`config.mk`:
```
export PLATFORM = sky130hd
export DESIGN_NAME = fwkl_top
export DESIGN_NICKNAME = d
export VERILOG_FILES = /design/src/verilog/fwkl_pkg.sv /design/src/verilog/fwkl_key_if.sv /design/src/verilog/fwkl_flash_gate.sv /design/src/verilog/fwkl_key_fsm.sv /design/src/verilog/fwkl_top.sv
export SDC_FILE = /design/constraint.sdc
export NUM_CORES = 1
export LEC_CHECK = 0
export BUFFER_PORTS_ARGS = -buffer_cell sky130_fd_sc_hd__buf_2
export CAP_MARGIN = 30
export CORE_ASPECT_RATIO = 1.4
export CORE_MARGIN = 5
export CORE_UTILIZATION = 39
export DETAILED_ROUTE_END_ITERATION = 12
export GPL_TIMING_DRIVEN = 1
export PLACE_DENSITY = 0.79
export SKIP_CTS_REPAIR_TIMING = 1
export SYNTH_ARGS = -nofsm -noshare
export SYNTH_HDL_FRONTEND = slang
export SYNTH_SLANG_ARGS = --single-unit
```
`constraint.sdc`:
```
create_clock -name clk_i -period 2.3 [get_ports clk_i]
set_input_delay 0.345 -clock clk_i [delete_from_list [all_inputs] [get_ports clk_i]]
set_output_delay 0.345 -clock clk_i [all_outputs]
set_load 0.005 [all_outputs]
```
`src/verilog/fwkl_pkg.sv`:
```
// package: register map, key codes, lock states and flash request commands
package fwkl_pkg;
    // ==========================================================
    // register map: the key register sits at word index 0xB6 of a byte-addressed bus
    localparam logic [7:0] FWKL_KEY_IDX = 8'hB6;
    localparam logic [9:0] FWKL_KEY_ADDR = {FWKL_KEY_IDX, 2'b00};
    localparam logic [9:0] FWKL_CTRL_ADDR = 10'h000;
    localparam logic [9:0] FWKL_IRQ_STAT_ADDR = 10'h004;
    localparam logic [9:0] FWKL_IRQ_MASK_ADDR = 10'h008;
    localparam int FWKL_ADDR_W = 10;
    localparam logic [7:0] FWKL_KEY_RESET = 8'h00;
    // ==========================================================
    // key codes
    localparam logic [7:0] FWKL_KEY1 = 8'hA5;
    localparam logic [7:0] FWKL_KEY2 = 8'hF1;
    // ==========================================================
    // control register fields
    localparam int FWKL_CTRL_PROG_WR_EN_BIT = 0;
    localparam int FWKL_CTRL_PAGE_ERASE_EN_BIT = 1;
    localparam logic [1:0] FWKL_CTRL_RESET = 2'h0;
    // ==========================================================
    // interrupt status fields
    localparam int FWKL_IRQ_W = 3;
    localparam int FWKL_EV_DONE = 0;
    localparam int FWKL_EV_REFUSE = 1;
    localparam int FWKL_EV_LOCK = 2;
    localparam logic [2:0] FWKL_IRQ_RESET = 3'h0;
    // ==========================================================
    // lock state codes as read back
    typedef enum logic [1:0] {
        FWKL_LOCKED = 2'b00,
        FWKL_KEY1_SEEN = 2'b01,
        FWKL_ARMED = 2'b10,
        FWKL_PERM_LOCK = 2'b11
    } fwkl_state_t;
    // ==========================================================
    // flash operation kinds
    typedef enum logic [1:0] {
        FWKL_OP_NONE,
        FWKL_OP_WRITE,
        FWKL_OP_ERASE
    } fwkl_op_t;
endpackage

```
`src/verilog/fwkl_key_if.sv`:
```
// interface: key register events between bus slave and key state machine
`timescale 1ns/1ps
interface fwkl_key_if;
    logic key_wr;
    logic [7:0] key_data;
    logic [1:0] state_code;
    logic lock_event;
    modport slave (output key_wr, output key_data, input state_code, input lock_event);
    modport fsm (input key_wr, input key_data, output state_code, output lock_event);
endinterface

```
`src/verilog/fwkl_flash_gate.sv`:
```
// module: gates flash write/erase requests by the armed state
`timescale 1ns/1ps
module fwkl_flash_gate (
    // clock and reset
    input wire logic clk_i,
    input wire logic rst_i,
    // enables and lock state
    input wire logic program_write_enable_i,
    input wire logic page_erase_enable_i,
    input wire logic armed_i,
    // core request
    input wire logic xwr_i,
    // to flash controller
    output logic fl_wr_o,
    output logic fl_erase_o,
    input wire logic fl_done_i,
    // to key logic
    output logic attempt_o,
    output logic refuse_o,
    output logic busy_o
);
    import fwkl_pkg::*;
    logic busy;
    wire req = xwr_i && program_write_enable_i && !busy;
    wire go = req && armed_i;
    wire is_erase = page_erase_enable_i;

    assign attempt_o = req && !armed_i;
    assign refuse_o = attempt_o;
    assign busy_o = busy;

    always_ff @(posedge clk_i) begin
        if (rst_i) begin
            busy <= 1'b0;
            fl_wr_o <= 1'b0;
            fl_erase_o <= 1'b0;
        end else begin
            fl_wr_o <= go && !is_erase;
            fl_erase_o <= go && is_erase;
            if (go)
                busy <= 1'b1;
            else if (fl_done_i)
                busy <= 1'b0;
        end
    end
endmodule

```
`src/verilog/fwkl_key_fsm.sv`:
```
// module: key sequence state machine guarding flash modification
`timescale 1ns/1ps
module fwkl_key_fsm (
    // clock and reset
    input wire logic clk_i,
    input wire logic rst_i,
    // key events
    fwkl_key_if.fsm key,
    // flash operation events
    input wire logic op_attempt_i,
    input wire logic op_done_i,
    output logic armed_o
);
    import fwkl_pkg::*;
    fwkl_state_t state;
    fwkl_state_t next_state;
    wire key_ok1 = key.key_data == FWKL_KEY1;
    wire key_ok2 = key.key_data == FWKL_KEY2;

    // a key write and a flash attempt never coincide on a single-issue core;
    // if they did, the attempt is judged against the state before the write
    always_comb begin
        next_state = state;
        case (state)
            FWKL_LOCKED: begin
                if (op_attempt_i)
                    next_state = FWKL_PERM_LOCK;
                else if (key.key_wr)
                    next_state = key_ok1 ? FWKL_KEY1_SEEN : FWKL_PERM_LOCK;
            end
            FWKL_KEY1_SEEN: begin
                if (op_attempt_i)
                    next_state = FWKL_PERM_LOCK;
                else if (key.key_wr)
                    next_state = key_ok2 ? FWKL_ARMED : FWKL_PERM_LOCK;
            end
            FWKL_ARMED: begin
                if (op_done_i)
                    next_state = FWKL_LOCKED;
                else if (key.key_wr)
                    next_state = FWKL_PERM_LOCK;
            end
            FWKL_PERM_LOCK: next_state = FWKL_PERM_LOCK;
            default: next_state = FWKL_PERM_LOCK;
        endcase
    end

    always_ff @(posedge clk_i) begin
        if (rst_i)
            state <= FWKL_LOCKED;
        else
            state <= next_state;
    end

    assign armed_o = state == FWKL_ARMED;
    assign key.state_code = state;
    assign key.lock_event = (state != FWKL_PERM_LOCK) && (next_state == FWKL_PERM_LOCK);
endmodule

```
`src/verilog/fwkl_top.sv`:
```
// module: flash write key lock, top with Wishbone slave and interrupts
//
// Our own choice: register access over Wishbone.
`timescale 1ns/1ps
module fwkl_top (
    // clock and reset
    input wire logic clk_i,
    input wire logic rst_i,
    // wishbone slave
    input wire logic cyc_i,
    input wire logic stb_i,
    input wire logic we_i,
    input wire logic [fwkl_pkg::FWKL_ADDR_W-1:0] adr_i,
    input wire logic [3:0] sel_i,
    input wire logic [31:0] dat_i,
    output logic [31:0] dat_o,
    output logic ack_o,
    output logic err_o,
    // external-move write strobe from the core
    input wire logic xwr_i,
    // flash controller
    output logic fl_wr_o,
    output logic fl_erase_o,
    input wire logic fl_done_i,
    // interrupt
    output logic irq_o
);
    import fwkl_pkg::*;
    // ==========================================================
    // bus decode
    fwkl_key_if key ();
    logic [1:0] ctrl;
    logic [FWKL_IRQ_W-1:0] irq_stat;
    logic [FWKL_IRQ_W-1:0] irq_mask;
    logic armed;
    logic attempt;
    logic refuse;
    logic busy;

    wire req = cyc_i && stb_i && !ack_o && !err_o;
    wire hit_key = adr_i == FWKL_KEY_ADDR;
    wire hit_ctrl = adr_i == FWKL_CTRL_ADDR;
    wire hit_stat = adr_i == FWKL_IRQ_STAT_ADDR;
    wire hit_mask = adr_i == FWKL_IRQ_MASK_ADDR;
    wire hit_any = hit_key || hit_ctrl || hit_stat || hit_mask;
    wire wr_lane0 = req && we_i && hit_any && sel_i[0];
    // the key register is written through its low byte lane only
    assign key.key_wr = wr_lane0 && hit_key;
    assign key.key_data = dat_i[7:0];
    wire wr_ctrl = wr_lane0 && hit_ctrl;
    wire wr_stat = wr_lane0 && hit_stat;
    wire wr_mask = wr_lane0 && hit_mask;

    wire [31:0] rd_key = {30'h0, key.state_code};
    wire [31:0] rd_ctrl = {30'h0, ctrl};
    wire [31:0] rd_stat = {29'h0, irq_stat};
    wire [31:0] rd_mask = {29'h0, irq_mask};
    wire [31:0] rd_mux = hit_key ? rd_key : hit_ctrl ? rd_ctrl :
        hit_stat ? rd_stat : hit_mask ? rd_mask : 32'h0;

    // ==========================================================
    // bus response: one wait state, ack a cycle after strobe
    always_ff @(posedge clk_i) begin
        if (rst_i) begin
            ack_o <= 1'b0;
            err_o <= 1'b0;
            dat_o <= 32'h0;
        end else begin
            ack_o <= req && hit_any;
            err_o <= req && !hit_any;
            dat_o <= (req && !we_i) ? rd_mux : 32'h0;
        end
    end

    // ==========================================================
    // enable bits
    always_ff @(posedge clk_i) begin
        if (rst_i)
            ctrl <= FWKL_CTRL_RESET;
        else if (wr_ctrl)
            ctrl <= dat_i[1:0];
    end

    // ==========================================================
    // interrupt status: set wins over write-one-to-clear
    wire [FWKL_IRQ_W-1:0] ev = {key.lock_event, refuse, fl_done_i && busy};
    wire [FWKL_IRQ_W-1:0] w1c = wr_stat ? dat_i[FWKL_IRQ_W-1:0] : {FWKL_IRQ_W{1'b0}};
    always_ff @(posedge clk_i) begin
        if (rst_i) begin
            irq_stat <= FWKL_IRQ_RESET;
            irq_mask <= FWKL_IRQ_RESET;
        end else begin
            irq_stat <= (irq_stat & ~w1c) | ev;
            if (wr_mask)
                irq_mask <= dat_i[FWKL_IRQ_W-1:0];
        end
    end
    assign irq_o = |(irq_stat & irq_mask);

    // ==========================================================
    // key state machine and flash request gate
    fwkl_key_fsm u_fsm (
        .clk_i(clk_i),
        .rst_i(rst_i),
        .key(key.fsm),
        .op_attempt_i(attempt),
        .op_done_i(fl_done_i && busy),
        .armed_o(armed)
    );

    fwkl_flash_gate u_gate (
        .clk_i(clk_i),
        .rst_i(rst_i),
        .program_write_enable_i(ctrl[FWKL_CTRL_PROG_WR_EN_BIT]),
        .page_erase_enable_i(ctrl[FWKL_CTRL_PAGE_ERASE_EN_BIT]),
        .armed_i(armed),
        .xwr_i(xwr_i),
        .fl_wr_o(fl_wr_o),
        .fl_erase_o(fl_erase_o),
        .fl_done_i(fl_done_i),
        .attempt_o(attempt),
        .refuse_o(refuse),
        .busy_o(busy)
    );
endmodule
```
==> summary.md <==
| Metric | Value |
|---|---|
| Worst reg2reg endpoint | irq_stat[1] |
| Diode count | 0 |
| Fmax | ~0.58 GHz |
| Outcome | completed |
| Int Power | ~0.5 mW |
| VDD IR max | slightly below 0.2 mV |
| Syn_area_per_cell | approximately 8.5 µm² |
| Area Overhead vs Synth | 11.4% |
| R2R Setup Slk | between 0.8 and 0.9 ns |
| Post-Route WL | 2.45 mm |
| Worst r2r path cells | 5 |
| Hold Fails Final Rpt | 0 |
| HPWL Detailed | about 2.0 mm |
| PwrDens | ~500 nW/µm² |
| Max Buffers Root-to-Sink | 2 |
| Initial drt markers | 29 |
| Setup-failing EPs final | 0 |
| CTS sink count | 18 |
| DRC errors left | 0 |
| Design area | between 1000 and 1500 µm² |
| Switch Pwr | around 0.14 mW |
| Synth Cell Area | 1150 µm² |
| Vias | just over 1,000 |
| # IOs | 90 |
| Die Area | a little over 4000 µm² |
| Num CTS Buffers | 3 |
| H-tree levels | 1 |
| CP max FO | 7 |
| Die Y-Extent | 74.3 µm |
| Final TNS setup | 0 ns |
| Root Buffer | clkbuf_8 |
| Top cell type's share of synthesized area | a little under a third |
| GRT Overall Usage | 11.6% |
| Layer with the highest usage | met2 |
| Fin Hold WS | between 0.3 and 0.4 ns |
| Post-DRT Antenna Nets | 0 |
| Synth cell types | 38 |
| Number of synthesized register bits | 18 |
| Die Span X | 55.9 µm |
| Comb power frac | 10.0% |
| Met2 usage | 23.3% |
| Worst R2R Start | err_o |
| Met3 usage | approximately 1.9% |
| Crit path DAT | around 1.9 ns |
| First-pass GRT wire length | slightly below 4 mm |
| Sequential power share | 49.6% |
| Largest net degree at the start of global routing | 15 |
| RSZ-0062 raised after global routing | no |
| Max_cap viols | 0 |
| Share of cells above drive strength 1 | between 20 and 30% |
| Worst-path clk slew | approximately 0.07 ns |
| Pre-antenna DRT Iters | 4 |
| Worst slew pin tran | 0.526 ns |
| Final GP Congestion | between 0.8 and 0.9 |
| Final Max Tran Viols | 0 |
| Post-synth top area cell | dfxtp_1 |
| Register area share after synthesis | a little under a third |
| Number of global-route vias before repair | between 900 and 1,000 |
| Insertion delay of the later-clocked pin in the worst-skew pair | ~0.25 ns |
| TritonCTS clock tree | done |
| P_leak | between 0.5 and 0.6 nW |
| Power share of the clock group | about two fifths |
| YS warnings | 0 |
| Minimum clock period | 1.73 ns |
| Startpoint Class | primary input |
| Headroom to the max-slew limit | 64.5% |
| CP required | ~2.4 ns |
| Antenna violations before repair | 0 |
| Tcrit/Tclk final | about three quarters |
| Top cells by area, synth | dfxtp_1 31%, buf_4 19%, nand2_1 4.9%, a21oi_1 4.8%, nand4_1 2.7% |
| CP startpoint | adr_i[4] |
| Worst setup EP type | flop |
| Row count | 23 |
| Congestion Overflow GR | 0 |
| Hold path cells | 4 |
| Met1 GRT Util | about an eighth |
| # port buffers | 33 |
| Core area | between 2000 and 3000 µm² |
| Worst setup path end | irq_mask[2] |
| Worst Clk Skew | 0.00434 ns |
| Worst Setup Path Type | in2reg |
| Hold Path Class | in2reg |
| Initial Util | between 40% and 50% |
| Placed inst area | 1230 µm² |
| Final net count | approximately 220 |
| Net Sw Frac | 22.5% |
| DR WL/cell | approximately 12 µm |
| Post-Syn Instances | approximately 140 |
| Vias/cell | 4.97 |
## synthesized netlist by cell type
cell type,n
and3_1,1
nor2b_1,2
o21ai_1,1
buf_6,1
or3_1,1
nor3_4,1
a22oi_1,4
and4b_1,2
nor4_2,1
a21oi_1,11
mux2_2,1
and2_1,1
a222oi_1,1
or4_1,1
or2_2,1
nand4_1,5
conb_1,1
nand3b_1,2
clkbuf_1,3
inv_1,4
a211o_1,1
nand2_1,15
nor4b_1,2
o21ai_0,1
a221oi_1,1
nand4bb_4,1
and4bb_2,1
nand3_1,5
nor3_1,3
nand2b_1,3
dfxtp_1,18
buf_4,29
nor4_4,1
nor2_1,6
and3b_1,1
or4_4,1
nor3_2,1
o31ai_2,1
## power by group through the flow
stage / Combinational [mW] / Sequential (mW) / Clock [mW]
6_report: 0.0630 / 0.312 / 0.254
4_1_cts: 0.0612 / 0.312 / 0.261
5_1_grt: 0.0714 / 0.312 / 0.270
3_5_place_dp: 0.0611 / 0.320 / 0
3_3_place_gp: 0.0602 / 0.320 / 0
2_1_floorplan: 0.0674 / 0.320 / 0
## worst max-delay path, cell delays in order
cell and delay, ns:
buf_2 0.10, or4_1 0.67, nor3_2 0.40, nand2_1 0.17, nand2_1 0.10, a21oi_1 0.07
## worst min-delay path by stage
stage | from | end | slack [ns]
4_1_cts | fl_done_i | u_gate.busy_o | 0.37
3_5_place_dp | ctrl[1] | u_gate.fl_wr_o | 0.44
2_1_floorplan | ctrl[1] | u_gate.fl_wr_o | 0.41
3_3_place_gp | ctrl[1] | u_gate.fl_wr_o | 0.43
5_1_grt | dat_i[0] | irq_mask[0] | 0.38
6_report | fl_done_i | u_gate.busy_o | 0.37
## stage by stage
stage | worst slack, ns | std cells | util [%] | power (mW)
2_1_floorplan | 0.579 | 164 | - | 0.387
3_3_place_gp | 0.362 | 201 | 43.1 | 0.380
3_5_place_dp | 0.339 | 201 | 43.1 | 0.381
4_1_cts | 0.595 | 205 | 45.1 | 0.634
5_1_grt | 0.482 | 205 | 45.1 | 0.653
6_report | 0.573 | 205 | 45.1 | 0.630
## cell type report
type,instances,area [µm²]
fill,300,1570
clock buffer,4,55.1
timing repair buffer,33,165
multi-input combinational,109,642
tap,37,46.3
inverter,4,15.0
sequential,18,360
## layout by cell type, fill, tap and decap left out, types with 2 or more instances in the layout
cell	instances
a21oi_1	11
nor2b_1	2
nand2_1	15
conb_1	29
nor3_1	3
nand2b_1	3
nand3b_1	2
and4b_1	2
nand4_1	5
dfxtp_1	18
inv_1	4
a22oi_1	4
nor4b_1	2
nor2_1	6
nand3_1	5
buf_2	33
clkbuf_8	4
## cell families after synthesis
logic type | Yosys count | share of synthesized area [%]
and+or+nand+nor | 58 | 33.6
buffers and inverters | 37 | 22.1
AOI/OAI and AO/OA | 21 | 11.7
DFF | 18 | 31.3
muxes | 1 | 0.977
other | 1 | 0.325
## flip-flops by register name (all words and copies together) (netlist names)
signal and cells:
ack_o 1, u_gate.fl_erase_o 1, irq_stat 3, u_gate.fl_wr_o 1, err_o 1, irq_mask 3
u_fsm.key.state_code 2, u_gate.busy_o 1, dat_o 3, ctrl 2
## layer usage
metal | vias to the layer above | share of wire, %
met5 | - | 0
met1 | 468 | 37
met3 | 2 | 9.5
met4 | 0 | 1.1
li1 | 487 | -
met2 | 61 | 52
(Power assumes the default switching activity.)
